--- config.mk ---
export PLATFORM = sky130hd
export DESIGN_NAME = dds_fsk_core
export DESIGN_NICKNAME = d
export VERILOG_FILES = /design/src/common/dds_pkg.sv /design/src/rtl/dds_sync2.sv /design/src/rtl/dds_sine_rom.sv /design/src/rtl/dds_fsk_core.sv
export SDC_FILE = /design/constraint.sdc
export NUM_CORES = 1
export LEC_CHECK = 0
export BUFFER_PORTS_ARGS = -buffer_cell sky130_fd_sc_hd__buf_4
export CAP_MARGIN = 0
export CELL_PAD_IN_SITES_DETAIL_PLACEMENT = 1
export CELL_PAD_IN_SITES_GLOBAL_PLACEMENT = 1
export CORE_UTILIZATION = 37
export DETAILED_ROUTE_END_ITERATION = 6
export GPL_ROUTABILITY_DRIVEN = 1
export HOLD_SLACK_MARGIN = 0.1
export PLACE_DENSITY = 0.86
export REMOVE_ABC_BUFFERS = 1
export SYNTH_ARGS = -nofsm -noshare
export SYNTH_HDL_FRONTEND = slang
export SYNTH_SLANG_ARGS = --single-unit
--- constraint.sdc ---
create_clock -name core_clk -period 3.04 [get_ports core_clk]
set_input_delay 0.608 -clock core_clk [delete_from_list [all_inputs] [get_ports core_clk]]
set_output_delay 0.608 -clock core_clk [all_outputs]
set_load 0.01 [all_outputs]
--- src/common/dds_pkg.sv ---
// Purpose: Shared widths, codes, reset values and carrier types of the DDS core
// Assumes: One reference clock; control fields arrive already deserialised
// Notes:   The increment arithmetic lives here because the core and its checks share it
package dds_pkg;

  //////////////////////////////////////////////////////////////////////////////
  // Widths
  localparam int ACC_W      = 24;
  localparam int FREQ_W     = 22;
  localparam int DEV_W      = 8;
  localparam int DEV_LSB    = 2;
  localparam int DAC_W      = 11;
  localparam int LUT_ADDR_W = 5;
  localparam int LUT_DATA_W = 10;
  localparam int GAIN_W     = 3;
  localparam int PA_W       = 2;
  localparam int SYNC_W     = 4;

  //////////////////////////////////////////////////////////////////////////////
  // Codes
  localparam logic [1:0] PA_CODE_OFF  = 2'h0;
  localparam logic [1:0] PA_CODE_10DB = 2'h1;
  localparam logic [1:0] PA_CODE_20DB = 2'h2;
  localparam logic [1:0] PA_CODE_0DB  = 2'h3;
  localparam logic       MM_FSK       = 1'h0;
  localparam logic       DIV_512      = 1'h1;
  localparam logic [1:0] QUAD_HALF    = 2'h2;
  localparam logic [10:0] DAC_MID_HI  = 11'h400;
  localparam logic [10:0] DAC_MID_LO  = 11'h3FF;

  //////////////////////////////////////////////////////////////////////////////
  // Carriers
  typedef struct packed {
    logic pll_en;
    logic vco_en;
    logic pa_level_bit_high;
    logic pa_level_bit_low;
  } dds_mode_ctl_type;

  typedef struct packed {
    logic [FREQ_W-1:0] mode0_freq_setting;
    logic [FREQ_W-1:0] mode1_freq_setting;
    logic              modulation_method_bit;
    logic [DEV_W-1:0]  fsk_shift_value;
    logic              div512_sel;
    logic [GAIN_W-1:0] acq_pump_gain_field;
    dds_mode_ctl_type  mode0_ctl;
    dds_mode_ctl_type  mode1_ctl;
  } dds_cfg_type;

  typedef struct packed {
    logic mode_sel;
    logic tx_data;
    logic run;
    logic pll_lock;
  } dds_pins_type;

  typedef struct packed {
    logic              pll_en;
    logic              vco_en;
    logic              div512_sel;
    logic              acq_pump_en;
    logic [GAIN_W-1:0] acq_gain;
    logic              pa_en;
    logic [PA_W-1:0]   pa_atten_code;
    logic              tx_mod_en;
  } dds_rf_ctl_type;

  typedef struct packed {
    dds_cfg_type      cfg;
    logic [ACC_W-1:0] inc;
    logic [ACC_W-1:0] acc;
    dds_rf_ctl_type   ctl;
  } dds_core_state_type;

  //////////////////////////////////////////////////////////////////////////////
  // Reset values (power-up: everything off, all settings zero)
  localparam dds_cfg_type    CFG_RST = '0;
  localparam dds_rf_ctl_type CTL_RST = '0;
  localparam logic [ACC_W-1:0] ACC_RST = 24'h000000;

  //////////////////////////////////////////////////////////////////////////////
  // Increment for the selected mode and keyed data
  function automatic logic [ACC_W-1:0] dds_freq_inc(input dds_cfg_type cfg,
                                                   input logic        mode1,
                                                   input logic        tx_hi);
    logic [ACC_W-1:0] base;
    logic [ACC_W-1:0] dev;
    base = {2'h0, (mode1 ? cfg.mode1_freq_setting : cfg.mode0_freq_setting)};
    dev  = {14'h0000, cfg.fsk_shift_value, 2'h0};
    if (cfg.modulation_method_bit == MM_FSK && tx_hi) begin
      dds_freq_inc = base + dev;
    end else begin
      dds_freq_inc = base;
    end
  endfunction

  function automatic dds_mode_ctl_type dds_mode_ctl(input dds_cfg_type cfg,
                                                    input logic        mode1);
    dds_mode_ctl = mode1 ? cfg.mode1_ctl : cfg.mode0_ctl;
  endfunction

endpackage

--- src/rtl/dds_sync2.sv ---
// Purpose: Two-flop synchroniser for the asynchronous control pins
// Assumes: Each bit is an independent level
// Notes:   Stage one is read only by stage two
module dds_sync2
  import dds_pkg::*;
(
  // Clock and reset
  input  wire logic              core_clk,
  input  wire logic              sys_rst,
  // Pins
  input  wire logic [SYNC_W-1:0] async_in,
  output logic      [SYNC_W-1:0] sync_out
);

  typedef struct packed {
    logic [SYNC_W-1:0] meta;
    logic [SYNC_W-1:0] safe;
  } dds_sync_state_type;

  dds_sync_state_type st_r;
  dds_sync_state_type st_nxt;

  always_comb begin
    st_nxt.meta = async_in;
    st_nxt.safe = st_r.meta;
  end

  always_ff @(posedge core_clk) begin
    if (sys_rst) begin
      st_r <= '0;
    end else begin
      st_r <= st_nxt;
    end
  end

  assign sync_out = st_r.safe;

endmodule

--- src/rtl/dds_sine_rom.sv ---
// Purpose: Quarter-wave sine table with registered offset-binary output
// Assumes: Phase arrives as the top seven accumulator bits
// Notes:   Quarter symmetry keeps the table at 32 words
module dds_sine_rom
  import dds_pkg::*;
(
  // Clock and reset
  input  wire logic               core_clk,
  input  wire logic               sys_rst,
  // Phase in, sample out
  input  wire logic [6:0]         phase,
  output logic      [DAC_W-1:0]   sample
);

  localparam logic [LUT_DATA_W-1:0] QTAB [32] = '{
    10'h019, 10'h04B, 10'h07D, 10'h0AF, 10'h0E0, 10'h111, 10'h141, 10'h170,
    10'h19F, 10'h1CC, 10'h1F8, 10'h223, 10'h24D, 10'h275, 10'h29C, 10'h2C1,
    10'h2E5, 10'h307, 10'h326, 10'h344, 10'h360, 10'h37A, 10'h392, 10'h3A8,
    10'h3BB, 10'h3CB, 10'h3DA, 10'h3E6, 10'h3F0, 10'h3F7, 10'h3FC, 10'h3FF
  };

  typedef struct packed {
    logic [DAC_W-1:0] data;
  } dds_rom_state_type;

  dds_rom_state_type st_r;
  dds_rom_state_type st_nxt;

  always_comb begin
    logic [LUT_ADDR_W-1:0] addr;
    logic [LUT_DATA_W-1:0] mag;
    addr = phase[5] ? ~phase[4:0] : phase[4:0];
    mag  = QTAB[addr];
    // First half-cycle (phase[6] low) sits above mid-scale, second half below it
    if (phase[6]) begin
      st_nxt.data = DAC_MID_LO - {1'h0, mag};
    end else begin
      st_nxt.data = DAC_MID_HI + {1'h0, mag};
    end
  end

  always_ff @(posedge core_clk) begin
    if (sys_rst) begin
      st_r <= '0;
    end else begin
      st_r <= st_nxt;
    end
  end

  assign sample = st_r.data;

endmodule

--- src/rtl/dds_fsk_core.sv ---
// Purpose: DDS phase accumulator with two-mode FSK increment and RF control decode
// Assumes: core_clk is the reference oscillator; settings come from a loader on core_clk
// Notes:   Settings are held here and survive standby; only sys_rst clears them
//
// Function
// - 24-bit accumulator updated every reference clock while run is high
// - Accumulator adds frequency register each clock while running, holds in standby
// - Accumulator output indexes sine table for DAC
// - 22-bit settings, top two bits zero
// - Mode 0 and mode 1 settings separate
// - Mode pin selects which setting loads
// - FSK active when modulation method bit zero
// - Deviation weighted four accumulator LSBs
// - Transmit data high adds four times deviation
// - Settings retained through standby
// - Control bit selects divide 256 or 512
// - Three-bit acquisition pump gain field
// - Acquisition pump on only while unlocked
// - Two-bit field sets power level
// - PA code decode; nonzero enables modulation
module dds_fsk_core
  import dds_pkg::*;
(
  // Clock and reset
  input  wire logic             core_clk,
  input  wire logic             sys_rst,
  // Settings from the control-word loader
  input  wire logic             cfg_load,
  input  wire dds_cfg_type      cfg_in,
  // Asynchronous pins
  input  wire logic             mode_sel_pin,
  input  wire logic             tx_data_pin,
  input  wire logic             run_pin,
  input  wire logic             pll_lock_pin,
  // Synthesiser outputs
  output logic      [ACC_W-1:0] phase_out,
  output logic      [DAC_W-1:0] dac_sample,
  output dds_rf_ctl_type        rf_ctl,
  output dds_cfg_type           cfg_out
);

  ////////////////////////////////////////////////////////////////////////////
  // Pin synchronisers

  dds_pins_type pin_a;
  dds_pins_type pin_s;

  assign pin_a = '{mode_sel: mode_sel_pin, tx_data: tx_data_pin,
                   run: run_pin, pll_lock: pll_lock_pin};

  dds_sync2 u_sync (
    .core_clk (core_clk),
    .sys_rst  (sys_rst),
    .async_in (pin_a),
    .sync_out (pin_s)
  );

  ////////////////////////////////////////////////////////////////////////////
  // State

  dds_core_state_type st_r;
  dds_core_state_type st_nxt;

  always_comb begin
    dds_mode_ctl_type mc;
    logic [1:0]       pa;
    st_nxt = st_r;
    mc     = dds_mode_ctl(st_r.cfg, pin_s.mode_sel);
    pa     = {mc.pa_level_bit_high, mc.pa_level_bit_low};

    // Loader writes only here; standby never touches the settings
    if (cfg_load) begin
      st_nxt.cfg = cfg_in;
    end

    // Increment follows the synchronised pins one edge later
    st_nxt.inc = dds_freq_inc(st_r.cfg, pin_s.mode_sel, pin_s.tx_data);

    // Plain 24-bit add: carry out is dropped, the ramp simply wraps
    if (pin_s.run) begin
      st_nxt.acc = st_r.acc + st_r.inc;
    end

    if (pin_s.run) begin
      st_nxt.ctl.pll_en        = mc.pll_en;
      st_nxt.ctl.vco_en        = mc.vco_en;
      st_nxt.ctl.div512_sel    = st_r.cfg.div512_sel;
      st_nxt.ctl.acq_gain      = st_r.cfg.acq_pump_gain_field;
      st_nxt.ctl.acq_pump_en   = mc.pll_en && !pin_s.pll_lock;
      st_nxt.ctl.pa_en         = (pa != PA_CODE_OFF);
      st_nxt.ctl.tx_mod_en     = (pa != PA_CODE_OFF);
      st_nxt.ctl.pa_atten_code = pa;
    end else begin
      // Standby: everything analog off, settings kept for a fast restart
      st_nxt.ctl = CTL_RST;
    end
  end

  always_ff @(posedge core_clk) begin
    if (sys_rst) begin
      st_r.cfg <= CFG_RST;
      st_r.inc <= ACC_RST;
      st_r.acc <= ACC_RST;
      st_r.ctl <= CTL_RST;
    end else begin
      st_r <= st_nxt;
    end
  end

  ////////////////////////////////////////////////////////////////////////////
  // Sine lookup

  dds_sine_rom u_rom (
    .core_clk (core_clk),
    .sys_rst  (sys_rst),
    .phase    (st_r.acc[ACC_W-1 -: 7]),
    .sample   (dac_sample)
  );

  assign phase_out = st_r.acc;
  assign rf_ctl    = st_r.ctl;
  assign cfg_out   = st_r.cfg;

  ////////////////////////////////////////////////////////////////////////////
  // Check helpers: what the increment and decode logic see on this edge

  dds_mode_ctl_type  sel_ctl;
  logic [FREQ_W-1:0] sel_freq;
  logic [ACC_W:0]    acc_sum;

  assign sel_ctl  = dds_mode_ctl(st_r.cfg, pin_s.mode_sel);
  assign sel_freq = pin_s.mode_sel ? st_r.cfg.mode1_freq_setting
                                   : st_r.cfg.mode0_freq_setting;
  // One extra bit so the checks can see the carry that the core throws away
  assign acc_sum  = {1'h0, st_r.acc} + {1'h0, st_r.inc};
endmodule

Word-level counts from Yosys, hierarchy flattened
Memories as Yosys holds them, arrays and structs flattened.
Cells that the tools add are included.
{"block": "word_totals", "register_bits": 141, "romBits": 320, "in_bits": 72, "output_inout_bits": 111, "wordCells": 51, "n_memories": 1}
{"memory": "(name not given)", "depth": 32, "width": 10, "rd": 1, "rd_clocked_by_memory_dff": 0, "wr": 0, "line_no": "dds_sine_rom.sv:33", "rtl": "mag = QTAB[addr];"}
{"block": "op_classes", "addsub": 4, "n_lt_le_gt_ge": 1, "n_mux": 7, "bitwise": 5, "reduce_logical": 6}
{"operator": "two-way mux 22 bit", "n": 2}
{"operator": "adder 24 x 23 -> 24 bit", "n": 1}
{"operator": "adder 22 x 10 -> 23 bit", "n": 1}
{"operator": "two-way mux 10 bit", "n": 2}
{"operator": "adder 11 x 10 -> 11 bit, first input constant", "n": 1}
{"operator": "two-way mux 11 bit", "n": 1}
{"operator": "subtractor 10 x 10 -> 11 bit, first input constant", "n": 1}
{"operator": ">= comparator 6 bit, second input constant", "n": 1}
{"operator": "inverter 5 -> 6 bit", "n": 1}
{"operator": "two-way mux 5 bit", "n": 1}
{"operator": "inverter 5 bit", "n": 1}
{"operator": "two-way mux 4 bit", "n": 1}
{"operator": "OR reduction 2 bit", "n": 2}
{"operator": "inverter 1 bit", "n": 3}
{"operator": "logical AND 1 bit", "n": 2}
{"operator": "nonzero test 2 bit", "n": 1}
{"operator": "logical NOT 1 bit", "n": 1}

Longest topological paths before layout
Gate-level depths: netlist of the first run.
{"block": "logic_depth", "word_depth": 8, "ltp_mapped": 13, "ltp_nobuf": 11}

Cells and area by module
Synthesis of the first run repeated with hierarchy kept, for this count alone.
{"block": "unflattened", "cells_unflattened": 939, "area_unflattened_um2": 8433.1}
{"mod": "dds_fsk_core", "n_inst": 1, "cells_each": 747, "area_per_inst_um2": 6756.5, "seq_area_each_um2": 2442.3}
{"mod": "dds_sine_rom", "n_inst": 1, "cells_each": 176, "area_per_inst_um2": 1466.4, "seq_area_each_um2": 220.2}
{"mod": "dds_sync2", "n_inst": 1, "cells_each": 16, "area_per_inst_um2": 210.2, "seq_area_each_um2": 160.2}

Worst setup path before layout of the first run
Ideal clock, no wire load.
{"block": "synth_path", "kind": "reg-to-reg", "startpoint": "register u_sync.st_r, in the netlist u_sync.sync_out[3]", "endpoint": "register st_r[53] in the netlist's numbering", "setup_ps": 128, "arrival_ps": 3061, "required_ps": 2912, "setup_slack_ps": -149, "path_stages_with_launch": 14, "path_buffers": 2, "synth_period_minus_slack_ps": 3189, "cell_sequence": "dfxtp_1 -> buf_6 -> buf_2 -> mux2_2 -> ha_1 -> fa_1 -> a21o_1 -> a21oi_2 -> o21bai_2 -> a2111oi_4 -> nor2_1 -> and4bb_2 -> xor2_1 -> nor2_1"}
{"block": "synth_between", "elab_chain_cells": 3}
{"item": "from (decl)", "line_no": "dds_sync2.sv:20", "rtl": "dds_sync_state_type st_r;"}
{"item": "from (signal assigned)", "line_no": "dds_sync2.sv:32", "rtl": "st_r <= st_nxt;"}
{"item": "two-way mux 22 bit *", "line_no": "dds_pkg.sv:89", "rtl": "base = {2'h0, (mode1 ? cfg.mode1_freq_setting : cfg.mode0_freq_setting)};"}
{"item": "adder 22 x 10 -> 23 bit", "line_no": "dds_pkg.sv:92", "rtl": "dds_freq_inc = base + dev;"}
{"item": "two-way mux 22 bit *", "line_no": "dds_pkg.sv:91", "rtl": "if (cfg.modulation_method_bit == MM_FSK && tx_hi) begin"}
{"item": "to (signal assigned)", "line_no": "dds_fsk_core.sv:106", "rtl": "st_r <= st_nxt;"}
{"item": "to (decl)", "line_no": "dds_fsk_core.sv:61", "rtl": "dds_core_state_type st_r;"}
Mark *: on every way between the ends. The rest lies on a longest branch, timed or not.
A chain may end at the register's enable or synchronous reset.

Worst setup path in the final report of the first run
Ends and elaborated chain as after synthesis.

==> results of run 1 <==
-- per-stage QoR --
| step | area, µm² | std cells |
|---|---|---|
| after global placement | 8880 | 1230 |
| after floorplan | 7030 | 756 |
| final | 9470 | 1260 |
| after CTS | 9450 | 1260 |
| after global routing | 9470 | 1260 |
| after detailed placement | 8880 | 1230 |
-- power by group through the flow --
stage	logic (W)	clock network [W]	registers, W
CTS	0.000572	0.00208	0.00200
global placement	0.000547	0	0.00203
floorplan	0.000249	0	0.00205
finish	0.000569	0.00202	0.00200
detailed placement	0.000569	0	0.00204
global route	0.000622	0.00217	0.00201
-- kinds of logic after synthesis --
logic type      share of synthesized area (%)
flops                                    35.4
buf+inv                                  12.2
compound gates                           12.5
xor+xnor                                 5.83
simple gates                             14.4
fa+ha+maj                                6.16
mux                                      13.5
-- layout make-up --
type	instances	share of cell area (%)
multi-input combinational	605	44.2
sequential	141	29.8
clock inverter	10	1.24
tap	275	3.63
inverter	10	0.397
timing repair buffer	199	16.0
clock buffer	20	4.72
-- synth_stat cells, types with 3 or more instances --
cell and instances:
and3_1 3, mux2i_1 95, nor2_1 154, buf_2 10
nand3_1 8, o21ai_0 36, a22oi_1 4, and2_1 4
xor2_1 25, a221oi_1 4, o21a_1 3, xnor2_1 28
mux2_2 11, a211oi_1 12, ha_1 36, o31ai_1 3
clkbuf_1 24, nor2b_1 15, a21oi_1 43, nand2b_1 5
a21o_1 12, nor3_1 12, dfxtp_1 141, buf_1 9
inv_1 10, buf_4 100, a31oi_1 7, nand2_1 40
-- metal layers --
| metal | wire length (µm) | GRT usage (%) |
|---|---|---|
| met1 | 8530 | 21.3 |
| met2 | 10100 | 32.9 |
| met3 | 908 | 4.83 |
| met4 | 274 | 5.46 |
| met5 | 0 | 0 |
-- state kept, by name, indices dropped and copies added (netlist names) --
name             flops
cfg_out             65
rf_ctl              10
u_sync.st_nxt        4
u_sync.sync_out      4
phase_out           24
u_rom.sample        11
st_r                23
-- worst reg2reg max path, cell delays in order (launching register included) --
cell and delay (ps):
dfxtp_2 360, mux2_2 360, ha_1 220, fa_2 350
a21o_1 190, a21oi_2 200, o21bai_2 110, a2111oi_4 380
nor2_2 130, and4bb_2 260, xor2_1 130, nor2_1 50
-- worst max path at each step --
stage / cells after the start / endpoint / from
after floorplan: 11 / st_r[53]$_SDFF_PP0_ / u_sync.sync_out[3]$_SDFF_PP0_
after global placement: 11 / st_r[53]$_SDFF_PP0_ / u_sync.sync_out[3]$_SDFF_PP0_
after detailed placement: 11 / st_r[53]$_SDFF_PP0_ / u_sync.sync_out[3]$_SDFF_PP0_
after CTS: 11 / st_r[53]$_SDFF_PP0_ / u_sync.sync_out[3]$_SDFF_PP0_
after global routing: 12 / st_r[47]$_SDFF_PP0_ / u_sync.sync_out[3]$_SDFF_PP0_
final: 11 / st_r[53]$_SDFF_PP0_ / u_sync.sync_out[3]$_SDFF_PP0_
-- what timing repair did --
item | CTS | global route
endpoints found under the setup margin | 0 | 9
gates resized for setup | 0 | 5
hold buffers | 0 | 0
==> flow_metrics.py, run 1 <==
metrics = {
    "cells_and_area": {
        "syn_to_final_growth_pct": 18.8,
        "regArea_um2": 2820,
        "layout_commonest_cell": "buf_4",
        "fillers": 2460,
        "final_util_pct": 44.9,
        "multi_input_area_um2": 4190,
        "antenna_cells": 0,
        "final_cell_mix": "buf_4, nor2_1, dfxtp_1, mux2i_1, a21oi_1",
        "drive_gt1_share_pct": 26.0,
        "fin_nets": 1084,
    },
    "floorplanning": {
        "die_w_um": 149,
        "io-pin-count": 183,
        "fp-row-count": 53,
        "initial_utilization_pct": 37.8,
        "die_y_um": 149,
        "dieArea_um2": 22100,
        "core_area_um2": 21100,
    },
    "synthesis": {
        "syn_area_per_cell_um2": 8.85,
        "synth_cells": 900,
        "ys_types": 62,
        "synth-edff-count": 0,
        "synth_area_um2": 7970,
        "synth_ff_type": "dfxtp_1",
        "synth_top_area_share_pct": 35.4,
        "ys_seq_area_share_pct": 35.4,
        "async_flop_share_pct": 0,
        "synth_warnings": 0,
        "synth-seq-cells": 141,
        "yosysTopAreaCell": "dfxtp_1",
        "synthTopCellsByArea": "dfxtp_1, mux2i_1, buf_4",
    },
    "global_routing": {
        "grt.total_usage_pct": 18.3,
        "antenna_found_initial": 0,
        "overflow": 0,
        "grt_first_pass_wirelength_um": 32300,
        "grt_pass1_vias": 6426,
        "grt_max_degree": 49,
    },
    "clock_tree": {
        "post-cts-setup-buffers": 0,
        "cts_buffers": 17,
        "cts_max_level": 4,
        "cts_tree": "yes",
        "cts.sink_count": 141,
        "ctsLongestPathBuffers": 2,
        "root_buffer": "clkbuf_16",
        "clkLatencyLatePin_ps": 420,
        "path_clk_slew_ps": 60,
    },
    "detailed_routing": {
        "drt-pass1-iter-count": 4,
        "drt_iter0_markers": 214,
        "totalWireLength_um": 19800,
        "drc_errors": 0,
        "ant_nets": 0,
        "vias": 6316,
        "route.detailed.wl_per_inst_um": 15.7,
        "vias_per_cell": 5.01,
    },
    "sta": {
        "slew_violations": 0,
        "hold_ws_ps": 406,
        "slew_headroom_pct": 31.0,
        "finClkSkew_ps": 8.79,
        "finalHoldViolations": 0,
        "tightest_slew_ps": 1030,
        "min_period_ps": 2870,
        "rsz0062_at_grt": "false",
        "finalCritPeriodShare_pct": 94.3,
        "fmax_mhz": 349,
        "setup_viol": 0,
        "setup_tns_ps": 0,
        "layout_setup_ws_ps": 175,
    },
    "power_and_ir_drop": {
        "power_frac_comb_pct": 12.4,
        "vdd_drop_max_v": 0.000306,
        "totalPowerFinal_w": 0.00459,
        "p_clk_share_pct": 44.1,
        "seq_power_share_pct": 43.5,
        "switching_power_w": 0.00115,
        "p_int_w": 0.00344,
        "leakage_nw": 4.31,
        "switching_share_pct": 25.1,
        "p_per_area_nw_per_um2": 485,
    },
    "placed_design": {
        "place_ws_ps": 31.5,
        "gp_congestion": 0.840,
        "hpwl_um": 14900,
        "io_buffers": 182,
    },
    "hold_path": {
        "hold_depth": 2,
        "worstHoldEndpoint": "u_sync.st_nxt[0]$_SDFF_PP0_",
        "worstHoldPathType": "in -> reg",
        "worstHoldStart": "pll_lock_pin",
    },
    "worst_setup_path": {
        "r2r-start": "u_sync.sync_out[3]$_SDFF_PP0_",
        "slowest_stage": "a2111oi_4",
        "r2r_slack_ps": 170,
        "crit_family": "compound AO/OA/AOI/OAI gates",
        "cp_max_fo": 5,
        "cp_cell_sequence": "mux2_2 > ha_1 > fa_2 > a21o_1 > a21oi_2 > o21bai_2 > a2111oi_4 > nor2_2 > and4bb_2 > xor2_1 > nor2_1",
        "crit_buf_inv": 0,
        "critPathLaunchType": "register",
        "crit_required_ps": 3330,
        "crit_arrival_ps": 3150,
        "cpPeakStageDelay_ps": 380,
        "crit_type": "reg -> reg",
        "r2r.worst_path.cells": 11,
        "crit_path_end_kind": "register",
        "r2r_end": "st_r[53]$_SDFF_PP0_",
    },
    "run": {
        "max_cap_viol_count": 0,
    },
    "outcome": {
        "status": "finished clean",
    },
}
Note: power is estimated with default switching activity, not from simulation.
==> run 2, diff against run 1 <==
--- a/config.mk
+++ b/config.mk
@@ -15,6 +15,7 @@
 export HOLD_SLACK_MARGIN = 0.1
 export PLACE_DENSITY = 0.86
 export REMOVE_ABC_BUFFERS = 1
+export SKIP_CTS_REPAIR_TIMING = 1
 export SYNTH_ARGS = -nofsm -noshare
 export SYNTH_HDL_FRONTEND = slang
 export SYNTH_SLANG_ARGS = --single-unit
==> constraint.sdc (replaced) <==
create_clock -name core_clk -period 2.57 [get_ports core_clk]
set_input_delay 0.514 -clock core_clk [delete_from_list [all_inputs] [get_ports core_clk]]
set_output_delay 0.514 -clock core_clk [all_outputs]
set_load 0.01 [all_outputs]
==> run 2 against run 1 <==
The flow now finishes with violations (setup timing); register-to-register slack lost 490 ps; sequential share of layout area shrank 1.3 points; non-clock buffer count grew 37; count of clock-buffer cells in the layout shrank 3; combinational power grew 31%; critical path depth grew 1; die area is the same; worst setup slack lost 490 ps; utilization grew 2.1 points; global-route usage grew 1.8 points; critical path type unchanged; critical endpoint is now st_r[47]$_SDFF_PP0_; largest power group unchanged.
==> flow_metrics.py, run 2 (synthesis results as in run 1) <==
metrics = {
    "worst_setup_path": {
        "cp-startpoint": "u_sync.sync_out[3]$_SDFF_PP0_",
        "cp_cell_sequence": "mux2_4 > ha_4 > fa_2 > a21o_1 > a21oi_2 > o21bai_2 > a2111oi_4 > buf_4 > nor3_2 > xor2_1 > nor2_1 > a211oi_1",
        "slowest_stage": "a2111oi_4",
        "cp_max_fo": 3,
        "cpPeakStageDelay_ps": 390,
        "crit_type": "reg -> reg",
        "crit_arrival_ps": 3230,
        "crit_path_end_kind": "register",
        "crit_required_ps": 2910,
        "critPathLaunchType": "register",
        "r2r-start": "u_sync.sync_out[3]$_SDFF_PP0_",
    },
    "clock_tree": {
        "ctsLongestPathBuffers": 2,
        "cts_max_level": 4,
        "cts_buffers": 17,
        "clkLatencyLatePin_ps": 420,
        "path_clk_slew_ps": 70,
        "cts.sink_count": 141,
        "root_buffer": "clkbuf_16",
        "cts_tree": "yes",
    },
    "cells_and_area": {
        "instances_no_fill": 1299,
        "antenna_cells": 0,
        "largest_reg_flops": 65,
        "fin_nets": 1121,
        "layout_commonest_cell": "buf_4",
        "final_cell_mix": "buf_4, nor2_1, dfxtp_1, mux2i_1",
        "final_util_pct": 46.9,
        "syn_to_final_growth_pct": 24.3,
        "drive_gt1_share_pct": 30.3,
    },
    "floorplanning": {
        "initial_utilization_pct": 37.8,
        "fp-row-count": 53,
        "core_area_um2": 21100,
        "dieArea_um2": 22100,
        "die_y_um": 149,
        "io-pin-count": 183,
        "die_w_um": 149,
    },
    "power_and_ir_drop": {
        "vdd_drop_max_v": 0.000404,
        "leakage_nw": 4.55,
        "power_frac_comb_pct": 13.1,
        "p_per_area_nw_per_um2": 574,
        "switching_power_w": 0.00148,
        "p_clk_share_pct": 45.4,
        "switching_share_pct": 26.1,
        "seq_power_share_pct": 41.5,
        "p_int_w": 0.00420,
    },
    "detailed_routing": {
        "drt-pass1-iter-count": 6,
        "drc_errors": 0,
        "drt_iter0_markers": 286,
        "vias": 6602,
        "route.detailed.wl_per_inst_um": 17.1,
        "totalWireLength_um": 22200,
        "vias_per_cell": 5.08,
        "ant_nets": 0,
    },
    "sta": {
        "slew_violations": 0,
        "setup_tns_ps": -1360,
        "layout_setup_ws_ps": -318,
        "setup_viol": 7,
        "rsz0062_at_grt": "true",
        "tightest_slew_ps": 973,
        "hold_ws_ps": 304,
        "fmax_mhz": 346,
        "slew_headroom_pct": 34.7,
        "min_period_ps": 2890,
        "finalHoldViolations": 0,
        "finalCritPeriodShare_pct": 112,
        "finClkSkew_ps": 9.92,
    },
    "global_routing": {
        "overflow": 0,
        "grt_max_degree": 66,
        "antenna_found_initial": 0,
        "grt_pass1_vias": 6945,
        "grt_first_pass_wirelength_um": 34900,
        "grt.total_usage_pct": 20.1,
    },
    "placed_design": {
        "gp_congestion": 0.846,
        "place_inst": 1260,
        "io_buffers": 182,
        "hpwl_um": 15800,
    },
    "run": {
        "max_cap_viol_count": 0,
    },
    "outcome": {
        "violations": "setup timing",
        "status": "finished with violations",
    },
    "hold_path": {
        "worstHoldPathType": "in -> reg",
        "worstHoldStart": "pll_lock_pin",
    },
}
run 2: cell types whose count changed in the layout (fill, tap and decap cells not counted), moves of 3 or more:
| cell | previous run | this run |
|---|---|---|
| buf_4 | 197 | 233 |
| a21oi_1 | 43 | 39 |
| a21oi_2 | 1 | 4 |
| clkinvlp_4 | 4 | 1 |
| inv_6 | 1 | 4 |
run 2: routing by layer:
metal / vias up / track usage (%) / share of wire, %
li1: 3203 / - / -
met1: 3239 / 21.9 / 41
met2: 139 / 37.9 / 54
met3: 21 / 4.95 / 4.2
met4: 0 / 5.97 / 1.2
met5: - / 0 / 0
run 2: worst paths after layout:
check                           slack, ps  cells after the start                     endpoint
worst max-delay path                 -320                     12          st_r[47]$_SDFF_PP0_
worst min register to register        410                      1         rf_ctl[7]$_SDFF_PP0_
worst max register to register       -320                     12          st_r[47]$_SDFF_PP0_
worst min-delay path                  300                      2  u_sync.st_nxt[0]$_SDFF_PP0_
run 2: final cells by class:
| class | count | area [µm²] |
|---|---|---|
| Multi-Input combinational cell | 605 | 4270 |
| Timing Repair Buffer | 236 | 1810 |
| Inverter | 10 | 37.5 |
| Clock buffer | 17 | 425 |
| Fill cell | 2441 | 11200 |
| Sequential cell | 141 | 2830 |
| Tap cell | 275 | 344 |
| Clock inverter | 15 | 185 |
run 2: per-stage QoR:
step | worst slack [ps] | instance area, µm² | total power (W)
floorplan | -987 | 7030 | 0.00273
global placement | -378 | 9120 | 0.00309
detailed placement | -476 | 9120 | 0.00312
CTS | -615 | 9730 | 0.00572
global route | -428 | 9900 | 0.00590
finish | -318 | 9900 | 0.00569
run 2: power groups by stage:
stage	sequential (W)	combinational (W)	clock, W
4_1_cts	0.00236	0.000727	0.00263
6_report	0.00236	0.000744	0.00258
2_1_floorplan	0.00243	0.000295	0
3_5_place_dp	0.00241	0.000715	0
3_3_place_gp	0.00240	0.000683	0
5_1_grt	0.00237	0.000808	0.00272
run 2: worst max-delay path: cells and delay by family, from the launching register on:
family	cells	cell delay (ps)
buf+inv	1	190
flops	1	370
xor+xnor	1	190
compound gates	5	1040
simple gates	2	130
mux	1	330
fa+ha+maj	2	550
